--- src/hdl/rpm_cfg.svh ---
// Purpose: constants of the receive-port clock and packet error monitor
// Assumes: 20 MHz ref_clk, four receive ports
// Notes:   offsets are byte addresses of the device register space
`ifndef RPM_CFG_SVH
`define RPM_CFG_SVH

`define RPM_NUM_PORTS       4
`define RPM_ADDR_PORT_SEL   8'h4C
`define RPM_ADDR_FD_CFG     8'h77
`define RPM_ADDR_MB0        8'h78
`define RPM_ADDR_MB1        8'h79
`define RPM_ADDR_STS        8'h7A
`define RPM_ADDR_CNT        8'h7B

`define RPM_F_PORT_SEL      1:0
`define RPM_F_HYST          7:6
`define RPM_F_STAB_SEL      5:4
`define RPM_F_LO_THR        3:0

`define RPM_B_LEN_ERR       3
`define RPM_B_PAYLOAD_CHECKSUM_ERROR_FLAG     2
`define RPM_B_MULTI_BIT_HEADER_ERROR_FLAG      1
`define RPM_B_SINGLE_BIT_HEADER_ERROR_FLAG      0

`define RPM_FD_CFG_RST      8'hC5
`define RPM_MB0_RST         8'h00
`define RPM_MB1_RST         8'h01
`define RPM_CNT_MAX         8'hFF

`define RPM_CLK_PERIOD_NS   50
`define RPM_STAB0_NS        40000
`define RPM_STAB1_NS        80000
`define RPM_STAB2_NS        320000
`define RPM_STAB3_NS        1280000
`define RPM_STAB_CYC(ns)    (((ns) + `RPM_CLK_PERIOD_NS - 1) / `RPM_CLK_PERIOD_NS)

`endif

--- src/hdl/rpm_pkg.sv ---
// Purpose: types of the receive-port monitor
// Assumes: constants live in rpm_cfg.svh
// Notes:   state of each module is one packed struct
`default_nettype none

package rpm_pkg;

  typedef struct packed {
    logic [7:0] fd_cfg;
    logic [7:0] mb0;
    logic [7:0] mb1;
    logic [3:0] flags;
    logic [7:0] cnt;
  } rpm_port_regs_t;

  typedef struct packed {
    logic [1:0]                sel;
    rpm_port_regs_t [3:0]      port;
    logic [7:0]                rdata;
  } rpm_main_st_t;

  typedef struct packed {
    logic [7:0]  freq;
    logic [14:0] cnt;
    logic        stable;
    logic        no_clk;
  } rpm_fd_st_t;

endpackage

`default_nettype wire

--- src/hdl/rpm_fd_if.sv ---
// Purpose: config and status between register bank and frequency detector
// Assumes: single ref_clk domain
// Notes:   ctl drives settings, det returns measurement state
`default_nettype none

interface rpm_fd_if;
  logic [1:0] hyst;
  logic [1:0] stab_sel;
  logic [3:0] lo_thr;
  logic [7:0] freq_mhz;
  logic       stable;
  logic       no_clk;

  modport ctl (output hyst, output stab_sel, output lo_thr,
               input freq_mhz, input stable, input no_clk);
  modport det (input hyst, input stab_sel, input lo_thr,
               output freq_mhz, output stable, output no_clk);
endinterface

`default_nettype wire

--- src/hdl/rpm_freq_det.sv ---
// Purpose: per-port forwarded clock frequency detector
// Assumes: meas_valid pulses with a fresh MHz measurement, same clock
// Notes:   stored value moves only on excursions beyond hysteresis
`include "rpm_cfg.svh"
`default_nettype none

module rpm_freq_det #(
  parameter logic [14:0] STAB_CYC0 = 15'(`RPM_STAB_CYC(`RPM_STAB0_NS)),
  parameter logic [14:0] STAB_CYC1 = 15'(`RPM_STAB_CYC(`RPM_STAB1_NS)),
  parameter logic [14:0] STAB_CYC2 = 15'(`RPM_STAB_CYC(`RPM_STAB2_NS)),
  parameter logic [14:0] STAB_CYC3 = 15'(`RPM_STAB_CYC(`RPM_STAB3_NS))
) (
  input  wire logic       ref_clk,
  input  wire logic       nrst,
  input  wire logic       meas_valid,
  input  wire logic [7:0] meas_mhz,
  rpm_fd_if.det           fd
);

  rpm_pkg::rpm_fd_st_t s_q;
  rpm_pkg::rpm_fd_st_t s_d;
  logic                excursion;
  logic [14:0]         lim;

  function automatic logic [14:0] stab_limit(input logic [1:0] sel);
    case (sel)
      2'h0:    stab_limit = STAB_CYC0;
      2'h1:    stab_limit = STAB_CYC1;
      2'h2:    stab_limit = STAB_CYC2;
      default: stab_limit = STAB_CYC3;
    endcase
  endfunction

  function automatic logic [7:0] abs_diff(input logic [7:0] a, input logic [7:0] b);
    abs_diff = (a > b) ? 8'(a - b) : 8'(b - a);
  endfunction

  assign lim = stab_limit(fd.stab_sel);
  assign excursion = meas_valid && (abs_diff(meas_mhz, s_q.freq) > {6'h00, fd.hyst});

  always_comb begin
    s_d = s_q;
    if (excursion) begin
      s_d.freq   = meas_mhz;
      s_d.cnt    = 15'h0000;
      s_d.stable = 1'b0;
    end else begin
      if (s_q.cnt < lim) begin
        s_d.cnt = 15'(s_q.cnt + 15'h0001);
      end
      s_d.stable = (s_q.cnt >= lim);
    end
    s_d.no_clk = (s_d.freq < {4'h0, fd.lo_thr});
  end

  always_ff @(posedge ref_clk or negedge nrst) begin
    if (!nrst) begin
      s_q <= '{freq: 8'h00, cnt: 15'h0000, stable: 1'b0, no_clk: 1'b1};
    end else begin
      s_q <= s_d;
    end
  end

  assign fd.freq_mhz = s_q.freq;
  assign fd.stable   = s_q.stable;
  assign fd.no_clk   = s_q.no_clk;

  property p_hyst_hold;
    @(posedge ref_clk) disable iff (!nrst)
      (meas_valid && abs_diff(meas_mhz, s_q.freq) <= {6'h00, fd.hyst})
        |=> (s_q.freq == $past(s_q.freq));
  endproperty
  a_hyst_hold: assert property (p_hyst_hold) else $error("freq moved inside hysteresis");

  property p_hyst_take;
    @(posedge ref_clk) disable iff (!nrst)
      excursion |=> (s_q.freq == $past(meas_mhz)) && !s_q.stable;
  endproperty
  a_hyst_take: assert property (p_hyst_take) else $error("excursion not captured");

  property p_stable_time;
    @(posedge ref_clk) disable iff (!nrst)
      $rose(s_q.stable) |-> ($past(s_q.cnt) >= $past(lim));
  endproperty
  a_stable_time: assert property (p_stable_time) else $error("stable before time");

  property p_low_thr;
    @(posedge ref_clk) disable iff (!nrst)
      ##1 (s_q.no_clk == (s_q.freq < {4'h0, $past(fd.lo_thr)}));
  endproperty
  a_low_thr: assert property (p_low_thr) else $error("no clock flag wrong");

  c_becomes_stable: cover property (@(posedge ref_clk) disable iff (!nrst) $rose(s_q.stable));

endmodule // rpm_freq_det

`default_nettype wire

--- src/hdl/rpm_port_monitor.sv ---
// Purpose: per-receive-port clock detect, scratch and packet error registers
// Assumes: register strobes come from the device I2C target on ref_clk
// Notes:   read data is registered, valid the cycle after reg_rd
// Notes on behaviour
// - frequency updates only beyond hysteresis setting
// - stable after selectable in-range time
// - no link clock below low threshold
// - two scratch registers, resets 0x00, 0x01
// - length mismatch sets bit 3, read clears
// - payload checksum error sets bit 2
// - multi-bit header error sets bit 1
// - corrected single-bit header error sets bit 0
// - errored packet counter, cleared on read
// - port select routes per-port accesses
`include "rpm_cfg.svh"
`default_nettype none

module rpm_port_monitor #(
  parameter logic [14:0] STAB_CYC0 = 15'(`RPM_STAB_CYC(`RPM_STAB0_NS)),
  parameter logic [14:0] STAB_CYC1 = 15'(`RPM_STAB_CYC(`RPM_STAB1_NS)),
  parameter logic [14:0] STAB_CYC2 = 15'(`RPM_STAB_CYC(`RPM_STAB2_NS)),
  parameter logic [14:0] STAB_CYC3 = 15'(`RPM_STAB_CYC(`RPM_STAB3_NS))
) (
  input  wire logic            ref_clk,
  input  wire logic            nrst,
  input  wire logic [7:0]      reg_addr,
  input  wire logic            reg_wr,
  input  wire logic            reg_rd,
  input  wire logic [7:0]      reg_wdata,
  output logic      [7:0]      reg_rdata,
  input  wire logic [3:0]      ev_len_err,
  input  wire logic [3:0]      ev_payload_checksum_error_flag,
  input  wire logic [3:0]      ev_multi_bit_header_error_flag,
  input  wire logic [3:0]      ev_single_bit_header_error_flag,
  input  wire logic [3:0]      meas_valid,
  input  wire logic [3:0][7:0] meas_mhz,
  output logic      [3:0][7:0] freq_mhz,
  output logic      [3:0]      clock_stable,
  output logic      [3:0]      no_link_clock
);

  rpm_pkg::rpm_main_st_t s_q;
  rpm_pkg::rpm_main_st_t s_d;

  function automatic logic [3:0] port_events(input int p);
    port_events = '0;
    port_events[`RPM_B_LEN_ERR]   = ev_len_err[p];
    port_events[`RPM_B_PAYLOAD_CHECKSUM_ERROR_FLAG] = ev_payload_checksum_error_flag[p];
    port_events[`RPM_B_MULTI_BIT_HEADER_ERROR_FLAG]  = ev_multi_bit_header_error_flag[p];
    port_events[`RPM_B_SINGLE_BIT_HEADER_ERROR_FLAG]  = ev_single_bit_header_error_flag[p];
  endfunction

  function automatic logic [7:0] read_mux(input rpm_pkg::rpm_main_st_t s,
                                          input logic [7:0] addr);
    read_mux = 8'h00;
    case (addr)
      `RPM_ADDR_PORT_SEL: read_mux = {6'h00, s.sel};
      `RPM_ADDR_FD_CFG:   read_mux = s.port[s.sel].fd_cfg;
      `RPM_ADDR_MB0:      read_mux = s.port[s.sel].mb0;
      `RPM_ADDR_MB1:      read_mux = s.port[s.sel].mb1;
      `RPM_ADDR_STS:      read_mux = {4'h0, s.port[s.sel].flags};
      `RPM_ADDR_CNT:      read_mux = s.port[s.sel].cnt;
      default:            read_mux = 8'h00;
    endcase
  endfunction

  always_comb begin
    s_d = s_q;
    for (int p = 0; p < `RPM_NUM_PORTS; p++) begin
      if (reg_rd && (s_q.sel == 2'(p)) && (reg_addr == `RPM_ADDR_STS)) begin
        // clear on read, new events win
        s_d.port[p].flags = port_events(p);
      end else begin
        s_d.port[p].flags = s_q.port[p].flags | port_events(p);
      end
      if (reg_rd && (s_q.sel == 2'(p)) && (reg_addr == `RPM_ADDR_CNT)) begin
        s_d.port[p].cnt = {7'h00, |port_events(p)};
      end else if (|port_events(p) && (s_q.port[p].cnt != `RPM_CNT_MAX)) begin
        s_d.port[p].cnt = 8'(s_q.port[p].cnt + 8'h01);
      end
    end
    if (reg_wr) begin
      case (reg_addr)
        `RPM_ADDR_PORT_SEL: s_d.sel = reg_wdata[`RPM_F_PORT_SEL];
        `RPM_ADDR_FD_CFG:   s_d.port[s_q.sel].fd_cfg = reg_wdata;
        `RPM_ADDR_MB0:      s_d.port[s_q.sel].mb0 = reg_wdata;
        `RPM_ADDR_MB1:      s_d.port[s_q.sel].mb1 = reg_wdata;
        default:            s_d.sel = s_q.sel;
      endcase
    end
    if (reg_rd) begin
      s_d.rdata = read_mux(s_q, reg_addr);
    end
  end

  always_ff @(posedge ref_clk or negedge nrst) begin
    if (!nrst) begin
      s_q.sel   <= 2'h0;
      s_q.rdata <= 8'h00;
      for (int p = 0; p < `RPM_NUM_PORTS; p++) begin
        s_q.port[p] <= '{fd_cfg: `RPM_FD_CFG_RST, mb0: `RPM_MB0_RST,
                         mb1: `RPM_MB1_RST, flags: 4'h0, cnt: 8'h00};
      end
    end else begin
      s_q <= s_d;
    end
  end

  assign reg_rdata = s_q.rdata;

  for (genvar g = 0; g < `RPM_NUM_PORTS; g++) begin : g_port
    rpm_fd_if fd_if ();

    assign fd_if.hyst     = s_q.port[g].fd_cfg[`RPM_F_HYST];
    assign fd_if.stab_sel = s_q.port[g].fd_cfg[`RPM_F_STAB_SEL];
    assign fd_if.lo_thr   = s_q.port[g].fd_cfg[`RPM_F_LO_THR];

    rpm_freq_det #(
      .STAB_CYC0 (STAB_CYC0),
      .STAB_CYC1 (STAB_CYC1),
      .STAB_CYC2 (STAB_CYC2),
      .STAB_CYC3 (STAB_CYC3)
    ) u_det (
      .ref_clk    (ref_clk),
      .nrst       (nrst),
      .meas_valid (meas_valid[g]),
      .meas_mhz   (meas_mhz[g]),
      .fd         (fd_if.det)
    );

    assign freq_mhz[g]      = fd_if.freq_mhz;
    assign clock_stable[g]  = fd_if.stable;
    assign no_link_clock[g] = fd_if.no_clk;

    property p_len_set;
      @(posedge ref_clk) disable iff (!nrst)
        ev_len_err[g] |=> s_q.port[g].flags[`RPM_B_LEN_ERR];
    endproperty
    a_len_set: assert property (p_len_set) else $error("length flag lost");

    property p_cksum_set;
      @(posedge ref_clk) disable iff (!nrst)
        ev_payload_checksum_error_flag[g] |=> s_q.port[g].flags[`RPM_B_PAYLOAD_CHECKSUM_ERROR_FLAG];
    endproperty
    a_cksum_set: assert property (p_cksum_set) else $error("checksum flag lost");

    property p_ecc2_set;
      @(posedge ref_clk) disable iff (!nrst)
        ev_multi_bit_header_error_flag[g] |=> s_q.port[g].flags[`RPM_B_MULTI_BIT_HEADER_ERROR_FLAG];
    endproperty
    a_ecc2_set: assert property (p_ecc2_set) else $error("multi-bit flag lost");

    property p_ecc1_set;
      @(posedge ref_clk) disable iff (!nrst)
        ev_single_bit_header_error_flag[g] |=> s_q.port[g].flags[`RPM_B_SINGLE_BIT_HEADER_ERROR_FLAG];
    endproperty
    a_ecc1_set: assert property (p_ecc1_set) else $error("single-bit flag lost");

    property p_sts_rc;
      @(posedge ref_clk) disable iff (!nrst)
        (reg_rd && reg_addr == `RPM_ADDR_STS && s_q.sel == 2'(g) && !(|port_events(g)))
          |=> (s_q.port[g].flags == 4'h0)
              && (reg_rdata == {4'h0, $past(s_q.port[g].flags)});
    endproperty
    a_sts_rc: assert property (p_sts_rc) else $error("status not cleared on read");

    property p_cnt_rc;
      @(posedge ref_clk) disable iff (!nrst)
        (reg_rd && reg_addr == `RPM_ADDR_CNT && s_q.sel == 2'(g))
          |=> (reg_rdata == $past(s_q.port[g].cnt))
              && (s_q.port[g].cnt == {7'h00, $past(|port_events(g))});
    endproperty
    a_cnt_rc: assert property (p_cnt_rc) else $error("counter read wrong");

    property p_cnt_sat;
      @(posedge ref_clk) disable iff (!nrst)
        (s_q.port[g].cnt == `RPM_CNT_MAX && !(reg_rd && reg_addr == `RPM_ADDR_CNT))
          |=> (s_q.port[g].cnt == `RPM_CNT_MAX);
    endproperty
    a_cnt_sat: assert property (p_cnt_sat) else $error("counter wrapped");

    property p_cnt_inc;
      @(posedge ref_clk) disable iff (!nrst)
        ((|port_events(g)) && s_q.port[g].cnt != `RPM_CNT_MAX
         && !(reg_rd && reg_addr == `RPM_ADDR_CNT && s_q.sel == 2'(g)))
          |=> (s_q.port[g].cnt == 8'($past(s_q.port[g].cnt) + 8'h01));
    endproperty
    a_cnt_inc: assert property (p_cnt_inc) else $error("counter missed a packet");

    property p_route;
      @(posedge ref_clk) disable iff (!nrst)
        (reg_wr && reg_addr == `RPM_ADDR_MB0)
          |=> (s_q.port[g].mb0 == (($past(s_q.sel) == 2'(g)) ? $past(reg_wdata)
                                                               : $past(s_q.port[g].mb0)));
    endproperty
    a_route: assert property (p_route) else $error("write reached wrong port");

    c_cnt_full: cover property (@(posedge ref_clk) disable iff (!nrst)
                                s_q.port[g].cnt == `RPM_CNT_MAX);
    c_sts_read: cover property (@(posedge ref_clk) disable iff (!nrst)
                                reg_rd && reg_addr == `RPM_ADDR_STS && s_q.sel == 2'(g)
                                && s_q.port[g].flags != 4'h0);
    c_set_wins: cover property (@(posedge ref_clk) disable iff (!nrst)
                                reg_rd && reg_addr == `RPM_ADDR_STS && s_q.sel == 2'(g)
                                && (|port_events(g)));
  end

  property p_mb1_reset;
    @(posedge ref_clk) $rose(nrst) |-> (s_q.port[0].mb1 == `RPM_MB1_RST)
                                       && (s_q.port[0].mb0 == `RPM_MB0_RST);
  endproperty
  a_mb1_reset: assert property (p_mb1_reset) else $error("scratch reset value wrong");

  property p_sel_write;
    @(posedge ref_clk) disable iff (!nrst)
      (reg_wr && reg_addr == `RPM_ADDR_PORT_SEL)
        |=> (s_q.sel == $past(reg_wdata[`RPM_F_PORT_SEL]));
  endproperty
  a_sel_write: assert property (p_sel_write) else $error("port select not taken");

endmodule // rpm_port_monitor

`default_nettype wire

--- config.mk ---
export PLATFORM = sky130hd
export DESIGN_NAME = rpm_port_monitor
export DESIGN_NICKNAME = d
export VERILOG_FILES = /design/src/hdl/rpm_pkg.sv /design/src/hdl/rpm_fd_if.sv /design/src/hdl/rpm_freq_det.sv /design/src/hdl/rpm_port_monitor.sv
export VERILOG_INCLUDE_DIRS = /design/src /design/src/hdl
export SDC_FILE = /design/constraint.sdc
export NUM_CORES = 1
export LEC_CHECK = 0
export BUFFER_PORTS_ARGS = -buffer_cell sky130_fd_sc_hd__buf_4
export CAP_MARGIN = 25
export CORE_MARGIN = 2
export CORE_UTILIZATION = 55
export CTS_CLUSTER_DIAMETER = 40
export DETAILED_ROUTE_END_ITERATION = 6
export PLACE_DENSITY = 0.86
export REMOVE_ABC_BUFFERS = 1
export SYNTH_ARGS = -nofsm -noshare
export SYNTH_HDL_FRONTEND = slang
export SYNTH_HIERARCHICAL = 1
export SYNTH_SLANG_ARGS = --single-unit
export TNS_END_PERCENT = 100
--- constraint.sdc ---
create_clock -name ref_clk -period 5.5 [get_ports ref_clk]
set_clock_uncertainty 0.05 [all_clocks]
set_input_delay 0 -clock ref_clk [delete_from_list [all_inputs] [get_ports ref_clk]]
set_output_delay 0 -clock ref_clk [all_outputs]
set_load 0.05 [all_outputs]
# Yosys cells after proc, flatten, opt, wreduce, memory -nomap -nowiden
# Index checks and enable logic that the tools add are counted.
dict set report word_totals {
  wordCells 184
  register_bits 254
}
dict set report classes {
  eq_ne 21
  n_mux 46
  n_addsub 16
  n_reduce_logical 37
  n_bitwise 4
  n_lt_le_gt_ge 22
}
# op n
set op_table {}
lappend op_table {{$bwmux 144} 3}
lappend op_table {{$pmux 144 s3} 1}
lappend op_table {{$demux 36 s2} 3}
lappend op_table {{$pmux 15 s3} 4}
lappend op_table {{$mux 8} 16}
lappend op_table {{$mux 120} 1}
lappend op_table {{$bmux 36 s2} 1}
lappend op_table {{$mux 36} 2}
lappend op_table {{$mux 16} 4}
lappend op_table {{$sub 8x8->8} 8}
lappend op_table {{$add 15x1->15 const B} 4}
lappend op_table {{$ge 15x15->1} 4}
lappend op_table {{$lt 15x15->1} 4}
lappend op_table {{$mux 15} 4}
lappend op_table {{$eq 8x7->1 const B} 6}
lappend op_table {{$pmux 8 s6} 1}
lappend op_table {{$add 8x1->8 const B} 4}
lappend op_table {{$gt 8x2->1} 4}
lappend op_table {{$gt 8x8->1} 4}
lappend op_table {{$lt 8x4->1} 4}
lappend op_table {{$ne 8x8->1 const B} 4}
lappend op_table {{$mux 28} 1}
lappend op_table {{$logic_and 1x1->1} 21}
lappend op_table {{$mux 20} 1}
lappend op_table {{other kinds (11)} 37}

# Depth between registers and ports, before layout
# Gate-level depths: netlist of run 1.
dict set report logic_depth {
  ltp_word 7
  mapped_depth 25
  mapped_depth_nobuf 23
}

# Modules after synthesis
# The synthesis of run 1 kept the hierarchy.
# module cells_each area_each_um2 instances
set modules_own_cells {}
lappend modules_own_cells {rpm_port_monitor 601 7768.7 1}
lappend modules_own_cells {{rpm_freq_det at g_port[0].u_det ...} 272 2282.2 3}
lappend modules_own_cells {{rpm_freq_det at g_port[2].u_det} 284 2449.8 1}

# Worst setup path before layout of run 1
# No wires, ideal clock.
dict set report synth_timing {
  kind {flip-flop to flip-flop}
  start {register g_port[0].u_det.s_q (netlist bit g_port[0].u_det/fd.freq_mhz[3])}
  end {register g_port[0].u_det.s_q (netlist bit g_port[0].u_det/fd.no_clk)}
  t_arrival_ns 4.665
  stages_incl_launch_ff 24
  setup_ns 0.076
  slack_ns 0.709
  t_required_ns 5.374
  n_path_buf 3
  cell_sequence {dfrtp_1 ha_1 buf_2 nand3_1 a21oi_1 nor3_1 nor2_1 mux2_2 ha_1 nor2b_1 o21ai_1 o2111ai_1 or4b_1 nor3_2 and3b_1 buf_6 buf_2 nand2_1 o21ai_1 ha_1 a21o_1 a21oi_1 nand3_1 a22oi_2}
}
# item line_no
set synth_rtl {}
lappend synth_rtl {{from (decl)} rpm_freq_det.sv:20} ;# rpm_pkg::rpm_fd_st_t s_q;
lappend synth_rtl {{from (signal assigned)} rpm_freq_det.sv:58} ;# s_q <= '{freq: 8'h00, cnt: 15'h0000, stable: 1'b0, no_clk: 1'b1};

==> results.py, run 1 <==
metrics = {
    "outcome": {
        "status": "finished clean",
    },
    "synth": {
        "ys.warnings.count": 6,
        "syn_area_per_cell_sq_um": 10.0,
        "syn_area_sq_um": 17100,
        "ys_types": 85,
        "syn_inst": 1701,
        "ys_seq_area_share_pct": 37.4,
        "yosysTopAreaCell": "dfrtp_1",
        "ys_ff_latch": 254,
        "synth_area_leaders": "dfrtp_1 (34%), ha_1 (9.4%), mux2_2 (6.7%), mux4_2 (4.2%), dfstp_2 (3.7%)",
        "synthArstFlopShare_pct": 100,
        "yosysTopAreaCellShare_pct": 33.7,
        "synth_edf_count": 0,
        "synthFlopType": "dfrtp_1",
    },
    "layout": {
        "nNetsFinal": 2033,
        "finalNonFillerCells": 2249,
        "final_util_pct": 64.5,
        "layout-drive-gt1-share_pct": 22.6,
        "layout_common_cells": "dfrtp_1 (228), nor2_1 (129), buf_4 (129)",
        "fillers": 2199,
        "area_delta_synth_final_pct": 15.6,
        "diodes": 0,
        "mostFrequentLayoutCell": "dfrtp_1",
    },
    "floorplan": {
        "core-area_sq_um": 30600,
        "ios": 120,
        "die_x_microns": 180,
        "num_rows": 64,
        "fp.dieH_microns": 180,
        "start_util_pct": 55.8,
        "die_area_sq_um": 32500,
    },
    "critical_path": {
        "critPathCapture": "g_port[3].u_det/fd.no_clk",
        "critical_path.max_fanout": 16,
        "critical-path-slowest-cell": "or4b_1",
        "cp-start-kind": "flip-flop",
        "crit_family": "simple AND/OR/NAND/NOR gates",
        "regToRegSetupSlack_ps": 290,
        "crit_path_cell_trace": "ha_1 > nand3_1 > a21oi_1 > nor3_1 > nor2_1 > mux2_2 > ha_1 > nor2b_1 > o21ai_1 > o2111ai_1 > or4b_1 > nor3_2 > and3b_2 > nand2_1 > o21ai_1 > ha_1 > a21o_1 > a21oi_1 > nand3_1 > a22oi_2",
        "cp.required_ps": 5880,
        "crit_buf_inv": 0,
        "cp_num_cells": 20,
        "crit_top_cell": "ha_1",
        "worstReg2RegEnd": "g_port[3].u_det/fd.no_clk",
        "critical_path.startpoint": "g_port[3].u_det/fd.freq_mhz[2]",
        "worst-r2r-cell-count": 20,
        "worstSetupPathType": "reg2reg",
        "critPathMaxStageDelay_ps": 560,
        "endpoint_kind": "flip-flop",
        "r2r_start": "g_port[3].u_det/fd.freq_mhz[2]",
        "arrival_ps": 5590,
    },
    "drt": {
        "vias_per_cell": 6.27,
        "drc_errors": 0,
        "vias": 14095,
        "antenna_left": 0,
        "wirelength_microns": 46100,
        "first_pass_iters": 5,
        "drt_iter0_markers": 1341,
        "wl_per_cell_microns": 20.5,
    },
    "timing": {
        "post-route-min-period_ps": 5210,
        "hold_violations": 0,
        "fmax_mhz": 192,
        "drv_slew": 0,
        "worst_slew_pin_slew_ps": 1190,
        "setup_viol": 0,
        "final.period_utilization_pct": 94.8,
        "relSlewSlack_pct": 20.0,
        "setup_tns_ps": 0,
    },
    "clock_tree": {
        "clockBufferDepth": 3,
        "root_buffer": "clkbuf_16",
        "clock_sinks": 254,
        "path_clk_slew_ps": 50,
        "clock_latency_ps": 530,
        "cts_inserted_buffers": 37,
        "htreeDepth": 2,
        "cts_tree": "yes",
    },
    "global_routing": {
        "grtUsageMet2_pct": 48.3,
        "use_met3_pct": 4.51,
        "grt_most_used_layer": "met2",
        "grt-ovfl-total": 0,
        "grt_pass1_wl_microns": 75000,
        "grt_usage_pct": 28.1,
        "first_global_vias": 14391,
        "grt_use_met1_pct": 35.6,
        "antenna_found_initial": 0,
        "grt_max_degree": 156,
    },
    "placed_design": {
        "dp_hpwl_microns": 30100,
        "port-buffer-count": 119,
        "place_inst": 2110,
        "place_congestion": 0.924,
    },
    "pwr": {
        "power.leakage_nw": 8.85,
        "ir_drop_mv": 0.237,
        "p_per_area_nw_per_um2": 304,
        "p_total_mw": 6.00,
    },
    "min_path": {
        "holdCritPathClass": "in2async",
    },
    "run": {
        "max_cap_violations": 0,
    },
}
[final cells by class]
type	count	area, sq um	area share [%]
Tap cell	396	495	2.51
Multi-Input combinational cell	1199	9410	47.7
Sequential cell	254	6390	32.4
Clock inverter	21	221	1.12
Clock buffer	46	1020	5.17
Inverter	128	480	2.44
Timing Repair Buffer	205	1720	8.71
[kinds of logic after synthesis]
family,count (synthesis),synth area share [%]
simple gates,525,16.2
compound gates,304,12.3
flops,254,37.4
buf+inv,248,7.63
mux,146,11.7
fa+ha+maj,136,10.3
xor+xnor,88,4.52
[flip-flops by register name, indices dropped and copies added (netlist names)]
| name | count |
|---|---|
| g_port.u_det/fd.no_clk | 4 |
| g_port.u_det/fd.stable | 4 |
| g_port.fd_if.lo_thr | 16 |
| g_port.fd_if.stab_sel | 8 |
| s_q | 114 |
| g_port.fd_if.hyst | 8 |
| g_port.u_det/fd.freq_mhz | 32 |
| reg_rdata | 8 |
| g_port.u_det/s_q | 60 |
[stage by stage]
stage	setup slack (ps)	hold slack, ps	area (sq um)
2_1_floorplan	158	-346	16200
3_5_place_dp	217	52.6	17800
4_1_cts	127	36.2	19700
3_3_place_gp	349	40.5	17700
5_1_grt	-12.0	98.3	19700
6_report	287	37.9	19700
[power by group]
part / internal [mW] / leakage, nW / switching, mW
combinational: 0.569 / 5.00 / 0.810
sequential: 2.03 / 3.24 / 0.206
clock: 1.44 / 0.608 / 0.944
[synth_stat cells (7+ instances only)]
| library cell | number |
|---|---|
| a2111oi_0 | 8 |
| a211oi_1 | 10 |
| a21o_1 | 24 |
| a21oi_1 | 70 |
| a221oi_1 | 9 |
| a31oi_1 | 9 |
| and3_1 | 19 |
| and4_1 | 12 |
| buf_2 | 29 |
| buf_4 | 61 |
| buf_6 | 11 |
| clkbuf_1 | 16 |
| dfrtp_1 | 230 |
| dfstp_2 | 24 |
| fa_1 | 8 |
| ha_1 | 128 |
| inv_1 | 128 |
| mux2_2 | 102 |
| mux2i_1 | 11 |
| mux4_2 | 32 |
| nand2_1 | 121 |
| nand2b_1 | 17 |
| nand3_1 | 57 |
| nand4_1 | 22 |
| nor2_1 | 129 |
| nor2b_1 | 26 |
| nor3_1 | 23 |
| nor4_1 | 29 |
| o2111ai_1 | 9 |
| o21a_1 | 11 |
| o21ai_0 | 43 |
| o21ai_1 | 26 |
| o21ai_2 | 8 |
| o22ai_1 | 7 |
| or3_1 | 11 |
| xnor2_1 | 35 |
| xor2_1 | 53 |
[how the worst min path moves through the flow]
stage	startpoint	endpoint	depth (start not counted)
6_report	nrst	g_port[1].u_det/fd.freq_mhz[3]	2
5_1_grt	reg_addr[3]	reg_rdata[6]	4
4_1_cts	reg_addr[3]	reg_rdata[5]	4
3_5_place_dp	nrst	g_port[3].u_det/fd.freq_mhz[5]	1
3_3_place_gp	nrst	g_port[3].u_det/fd.freq_mhz[5]	1
2_1_floorplan	nrst	g_port[0].fd_if.lo_thr[1]	0
[what timing repair did]
action	4_1_cts	5_1_grt
setup buffers	0	0
hold buffers	69	0
endpoints found under the hold margin	267	0
gates resized for setup	0	12
endpoints found under the setup margin	0	3
[per-layer routing]
layer | up-vias | routed length [microns]
met5 | - | 0
met4 | 0 | 1910
met3 | 188 | 3000
met2 | 730 | 22900
met1 | 6899 | 18300
li1 | 6278 | -
No activity file was read; power rests on OpenSTA's default activity.
==> run 2: changes to the inputs <==
--- a/config.mk
+++ b/config.mk
@@ -12,7 +12,7 @@
 export CORE_UTILIZATION = 55
 export CTS_CLUSTER_DIAMETER = 40
 export DETAILED_ROUTE_END_ITERATION = 6
-export PLACE_DENSITY = 0.86
+export PLACE_DENSITY = 0.74
 export REMOVE_ABC_BUFFERS = 1
 export SYNTH_ARGS = -nofsm -noshare
 export SYNTH_HDL_FRONTEND = slang
==> results.py, run 2 (synthesis results as in run 1) <==
metrics = {
    "pwr": {
        "ir_drop_mv": 0.255,
        "switching_power_mw": 1.94,
        "power.leakage_nw": 8.96,
        "p_int_mw": 4.28,
        "p_total_mw": 6.22,
        "pwr-share-comb_pct": 21.4,
        "p_per_area_nw_per_um2": 311,
        "pwr-share-seq_pct": 35.9,
        "clock_power_share_pct": 42.7,
        "switching_share_pct": 31.2,
    },
    "timing": {
        "worst_slew_pin_slew_ps": 1060,
        "final.period_utilization_pct": 96.0,
        "drv_slew": 0,
        "setup_tns_ps": 0,
        "hold_violations": 0,
        "rsz0062_at_grt": "no",
        "relSlewSlack_pct": 28.4,
        "fmax_mhz": 189,
        "post-route-min-period_ps": 5280,
        "setup_viol": 0,
    },
    "placed_design": {
        "place_inst": 2109,
        "port-buffer-count": 119,
        "dp_hpwl_microns": 29600,
        "place_congestion": 0.890,
    },
    "drt": {
        "wl_per_cell_microns": 18.4,
        "vias": 13333,
        "wirelength_microns": 41500,
        "first_pass_iters": 5,
        "drt_iter0_markers": 788,
        "vias_per_cell": 5.90,
        "drc_errors": 0,
        "antenna_left": 0,
    },
    "clock_tree": {
        "cts_inserted_buffers": 41,
        "root_buffer": "clkbuf_16",
        "clock_sinks": 254,
        "htreeDepth": 2,
        "path_clk_slew_ps": 60,
        "clock_latency_ps": 530,
        "cts_tree": "yes",
        "clockBufferDepth": 3,
    },
    "global_routing": {
        "grt_usage_pct": 25.3,
        "grt_max_degree": 145,
        "grt-ovfl-total": 0,
        "grt_pass1_wl_microns": 68200,
        "first_global_vias": 13344,
        "antenna_found_initial": 0,
    },
    "layout": {
        "layout_common_cells": "dfrtp_1 (228), nor2_1 (129), inv_1 (128), buf_4 (128), nand2_1 (121)",
        "finalNonFillerCells": 2261,
        "diodes": 0,
        "mostFrequentLayoutCell": "dfrtp_1",
        "top_register": "s_q",
        "largest_register_ffs": 114,
        "area_delta_synth_final_pct": 16.9,
        "nNetsFinal": 2041,
        "layout-drive-gt1-share_pct": 22.8,
        "final_util_pct": 65.2,
    },
    "floorplan": {
        "die_area_sq_um": 32500,
        "ios": 120,
        "core-area_sq_um": 30600,
        "die_x_microns": 180,
        "fp.dieH_microns": 180,
        "num_rows": 64,
        "start_util_pct": 55.8,
    },
    "critical_path": {
        "worst-r2r-cell-count": 20,
        "regToRegSetupSlack_ps": 220,
        "endpoint_kind": "flip-flop",
        "critical_path.max_fanout": 15,
        "critPathMaxStageDelay_ps": 550,
        "crit_path_cell_trace": "ha_1 > nand4_1 > a21oi_1 > nor3_1 > nor2_1 > mux2_2 > ha_1 > nor2b_1 > o21ai_1 > o2111ai_1 > or4b_1 > nor3_2 > and3b_1 > nand2_1 > o21ai_1 > ha_1 > a21o_1 > a21oi_1 > nand3_1 > a22oi_2",
        "arrival_ps": 5680,
        "r2r_start": "g_port[1].u_det/fd.freq_mhz[5]",
        "cp.required_ps": 5900,
        "worstReg2RegEnd": "g_port[1].u_det/fd.no_clk",
        "cp-start-kind": "flip-flop",
        "critical_path.startpoint": "g_port[1].u_det/fd.freq_mhz[5]",
        "worstSetupPathType": "reg2reg",
        "critical-path-slowest-cell": "or4b_1",
        "crit_top_cell": "ha_1",
    },
    "outcome": {
        "status": "finished clean",
    },
    "min_path": {
        "holdCritPathClass": "in2async",
    },
    "run": {
        "max_cap_violations": 0,
    },
}
## run 2: cell count changes in the layout (fill, tap and decap cells not counted), sizes merged
cell / previous run / this run
inv: 135 / 138
clkbuf: 48 / 49
clkinv: 10 / 9
buf: 134 / 136
dlygate4sd3: 69 / 73
bufinv: 2 / 5
## run 2: worst max-delay path by stage
| stage | to | slack (ps) | cells past startpoint |
|---|---|---|---|
| 3_3_place_gp | g_port[1].u_det/fd.no_clk | 430 | 20 |
| 4_1_cts | g_port[1].u_det/fd.no_clk | 230 | 20 |
| 6_report | g_port[1].u_det/fd.no_clk | 220 | 20 |
| 2_1_floorplan | g_port[2].u_det/fd.no_clk | 160 | 21 |
| 3_5_place_dp | g_port[1].u_det/fd.no_clk | 250 | 20 |
| 5_1_grt | g_port[0].u_det/fd.no_clk | 7 | 20 |
## run 2: power by group through the flow
| stage | combinational (mW) | clock, mW | sequential, mW |
|---|---|---|---|
| after global routing | 1.47 | 2.77 | 2.25 |
| after CTS | 1.31 | 2.68 | 2.23 |
| after floorplan | 0.797 | 0 | 2.29 |
| after global placement | 1.23 | 0 | 2.25 |
| after detailed placement | 1.26 | 0 | 2.26 |
| final | 1.33 | 2.65 | 2.23 |
## run 2: metrics by stage
stage / area [sq um] / hold slack, ps / worst slack (ps)
floorplan: 16200 / -346 / 158
global placement: 17700 / 66.0 / 433
detailed placement: 17700 / 73.5 / 251
CTS: 19900 / 113 / 229
global route: 20000 / 160 / 6.79
finish: 20000 / 58.2 / 218
## run 2: critical path, delay by kind of cell (launching register included)
family	cells	cell delay (ps)
AO/OA/AOI/OAI	7	1210
adder cells (fa/ha/maj)	3	1100
multiplexers	1	380
flip-flops	1	410
AND/OR/NAND/NOR	9	2050
## run 2: timing repair
item	CTS	global route
endpoints found under the setup margin	0	4
hold endpoints to repair	273	0
gates resized for setup	0	10
buffers inserted	0	0
hold buffers	73	0
## run 2: area by class of cell
type / count / area (sq um)
repair buffers: 209 / 1770
clock buffers: 49 / 1100
clock inverters: 26 / 318
flip-flops and latches: 254 / 6390
fillers: 2373 / 10600
inverters: 128 / 480
well taps: 396 / 495
multi-input cells: 1199 / 9400
## run 2: per-layer routing
metal  share of wire, %  global-route usage [%]  vias to the layer above
met4                2.1                    6.10                        0
met2                 48                    42.0                      372
met3                5.5                    4.00                       64
met5                  0                       0                        -
li1                   -                       -                     6311
met1                 44                    34.8                     6586
==> run 3: changes to the inputs <==
--- a/config.mk
+++ b/config.mk
@@ -8,6 +8,7 @@
 export LEC_CHECK = 0
 export BUFFER_PORTS_ARGS = -buffer_cell sky130_fd_sc_hd__buf_4
 export CAP_MARGIN = 25
+export CORE_ASPECT_RATIO = 2
 export CORE_MARGIN = 2
 export CORE_UTILIZATION = 55
 export CTS_CLUSTER_DIAMETER = 40
==> results.py, run 3 (synthesis results as in run 1) <==
metrics = {
    "pwr": {
        "switching_share_pct": 33.2,
        "p_per_area_nw_per_um2": 280,
        "ir_drop_mv": 0.349,
        "clock_power_share_pct": 34.5,
        "pwr-share-comb_pct": 25.0,
        "switching_power_mw": 1.82,
        "p_int_mw": 3.66,
        "power.leakage_nw": 8.76,
        "pwr-share-seq_pct": 40.5,
    },
    "global_routing": {
        "grt-ovfl-total": 0,
        "first_global_vias": 14359,
        "grt_usage_pct": 28.5,
        "grt_max_degree": 125,
        "antenna_found_initial": 0,
        "grt_pass1_wl_microns": 73300,
    },
    "floorplan": {
        "die_area_sq_um": 32500,
        "fp.dieH_microns": 253,
        "ios": 120,
        "core-area_sq_um": 30700,
        "num_rows": 91,
        "die_x_microns": 129,
        "start_util_pct": 55.5,
    },
    "placed_design": {
        "place_congestion": 0.942,
        "placed_area_sq_um": 17800,
        "dp_hpwl_microns": 33700,
        "port-buffer-count": 119,
        "place_ws_ps": 194,
        "place_inst": 2093,
    },
    "clock_tree": {
        "htreeDepth": 1,
        "clockBufferDepth": 3,
        "clock_latency_ps": 560,
        "clock_sinks": 254,
        "cts_tree": "yes",
        "root_buffer": "clkbuf_16",
        "path_clk_slew_ps": 70,
        "cts_inserted_buffers": 26,
    },
    "layout": {
        "layout-drive-gt1-share_pct": 21.9,
        "diodes": 0,
        "largest_register_ffs": 114,
        "area_delta_synth_final_pct": 14.6,
        "mostFrequentLayoutCell": "dfrtp_1",
        "top_register": "s_q",
        "layout_common_cells": "dfrtp_1 (228), buf_4 (134), inv_1 (128), nor2_1 (128), ha_1 (125)",
        "fillers": 2466,
        "nNetsFinal": 2041,
        "stdcell_area_sq_um": 19500,
        "finalNonFillerCells": 2225,
    },
    "timing": {
        "rsz0062_at_grt": "no",
        "drv_slew": 0,
        "setup_tns_ps": 0,
        "hold_violations": 0,
        "fmax_mhz": 193,
        "post-route-min-period_ps": 5170,
        "fin_ws_ps": 325,
        "final.period_utilization_pct": 94.1,
        "relSlewSlack_pct": 30.9,
        "worst_slew_pin_slew_ps": 1030,
        "setup_viol": 0,
    },
    "critical_path": {
        "cp-start-kind": "flip-flop",
        "crit_buf_inv": 1,
        "critical_path.max_fanout": 24,
        "arrival_ps": 5580,
        "critPathMaxStageDelay_ps": 540,
        "crit_family": "simple AND/OR/NAND/NOR gates",
        "worstSetupPathType": "reg2reg",
        "endpoint_kind": "flip-flop",
        "crit_top_cell": "ha_1",
        "cp.required_ps": 5910,
        "crit_path_cell_trace": "ha_1 > nand4_1 > a21oi_1 > o22a_1 > mux2_2 > ha_1 > nor2b_1 > o21ai_1 > o21ai_0 > or4b_1 > or4b_1 > and3_1 > buf_4 > o21ai_2 > ha_1 > o211a_1 > a211oi_1",
        "critical-path-slowest-cell": "ha_1",
    },
    "outcome": {
        "status": "finished clean",
    },
    "drt": {
        "wl_per_cell_microns": 20.5,
        "wirelength_microns": 45600,
        "drt_iter0_markers": 918,
        "drc_errors": 0,
        "first_pass_iters": 5,
        "vias_per_cell": 6.08,
        "vias": 13517,
        "antenna_left": 0,
    },
    "run": {
        "max_cap_violations": 0,
    },
    "min_path": {
        "holdCritPathClass": "in2reg",
    },
}
-- run 3: cell count changes in the layout (fill, tap and decap cells not counted), sizes merged --
cell / delta
clkbuf: -16
dlygate4sd3: +7
inv: -6
buf: +5
bufinv: -3
clkdlybuf4s18: +1
clkinv: -1
clkinvlp: +1
-- run 3: worst reg2reg max path, stage by stage, from the launching register on --
cell,delay [ps]
dfrtp_1,430
ha_1,540
nand4_1,180
a21oi_1,150
o22a_1,220
mux2_2,360
ha_1,280
nor2b_1,130
o21ai_1,240
o21ai_0,120
or4b_1,530
or4b_1,500
and3_1,240
buf_4,240
o21ai_2,170
ha_1,240
o211a_1,210
a211oi_1,260
-- run 3: cell type report --
type / count / area, sq um / area share, %
Clock buffer: 31 / 721 / 3.69
Sequential cell: 254 / 6390 / 32.7
Inverter: 128 / 480 / 2.46
Clock inverter: 17 / 198 / 1.01
Multi-Input combinational cell: 1199 / 9390 / 48.1
Tap cell: 372 / 465 / 2.38
Timing Repair Buffer: 224 / 1900 / 9.73
-- run 3: power by group through the flow --
stage / registers [mW] / logic (mW) / clock network, mW
2_1_floorplan: 2.29 / 0.797 / 0
3_3_place_gp: 2.24 / 1.28 / 0
3_5_place_dp: 2.25 / 1.30 / 0
4_1_cts: 2.21 / 1.36 / 1.92
5_1_grt: 2.24 / 1.51 / 1.99
6_report: 2.22 / 1.37 / 1.89
-- run 3: repair_timing --
action                     in CTS  in global routing
resized for setup               0                  7
setup endpoints to repair       0                  3
hold endpoints to repair      245                  0
buffers inserted                0                  0
hold buffers                   81                  0
-- run 3: final timing paths --
check | slack [ps] | start | cells past startpoint | endpoint
min reg2reg | 440 | s_q[34] | 1 | s_q[34]
max in group asynchronous | 3850 | nrst | 4 | s_q[153]
max reg2reg | 330 | g_port[2].u_det/fd.freq_mhz[5] | 17 | g_port[2].u_det/fd.no_clk
min in group asynchronous | 440 | nrst | 3 | g_port[1].u_det/s_q[13]
min | 20 | meas_mhz[24] | 4 | g_port[3].u_det/fd.no_clk
max | 330 | g_port[2].u_det/fd.freq_mhz[5] | 17 | g_port[2].u_det/fd.no_clk
-- run 3: per-stage QoR --
stage	power (mW)	utilization [%]	hold WS, ps
3_5_place_dp	3.55	57.8	-38.6
2_1_floorplan	3.09	-	-346
3_3_place_gp	3.52	57.7	-40.9
5_1_grt	5.74	63.6	23.3
6_report	5.48	63.6	17.9
4_1_cts	5.50	63.5	22.5
-- run 3: routing by layer --
layer	vias up	track usage, %	share of wire [%]
met5	-	0	0
met4	0	16.1	5.8
met3	163	3.59	3.7
met2	395	54.8	56
met1	6689	29.0	35
li1	6270	-	-
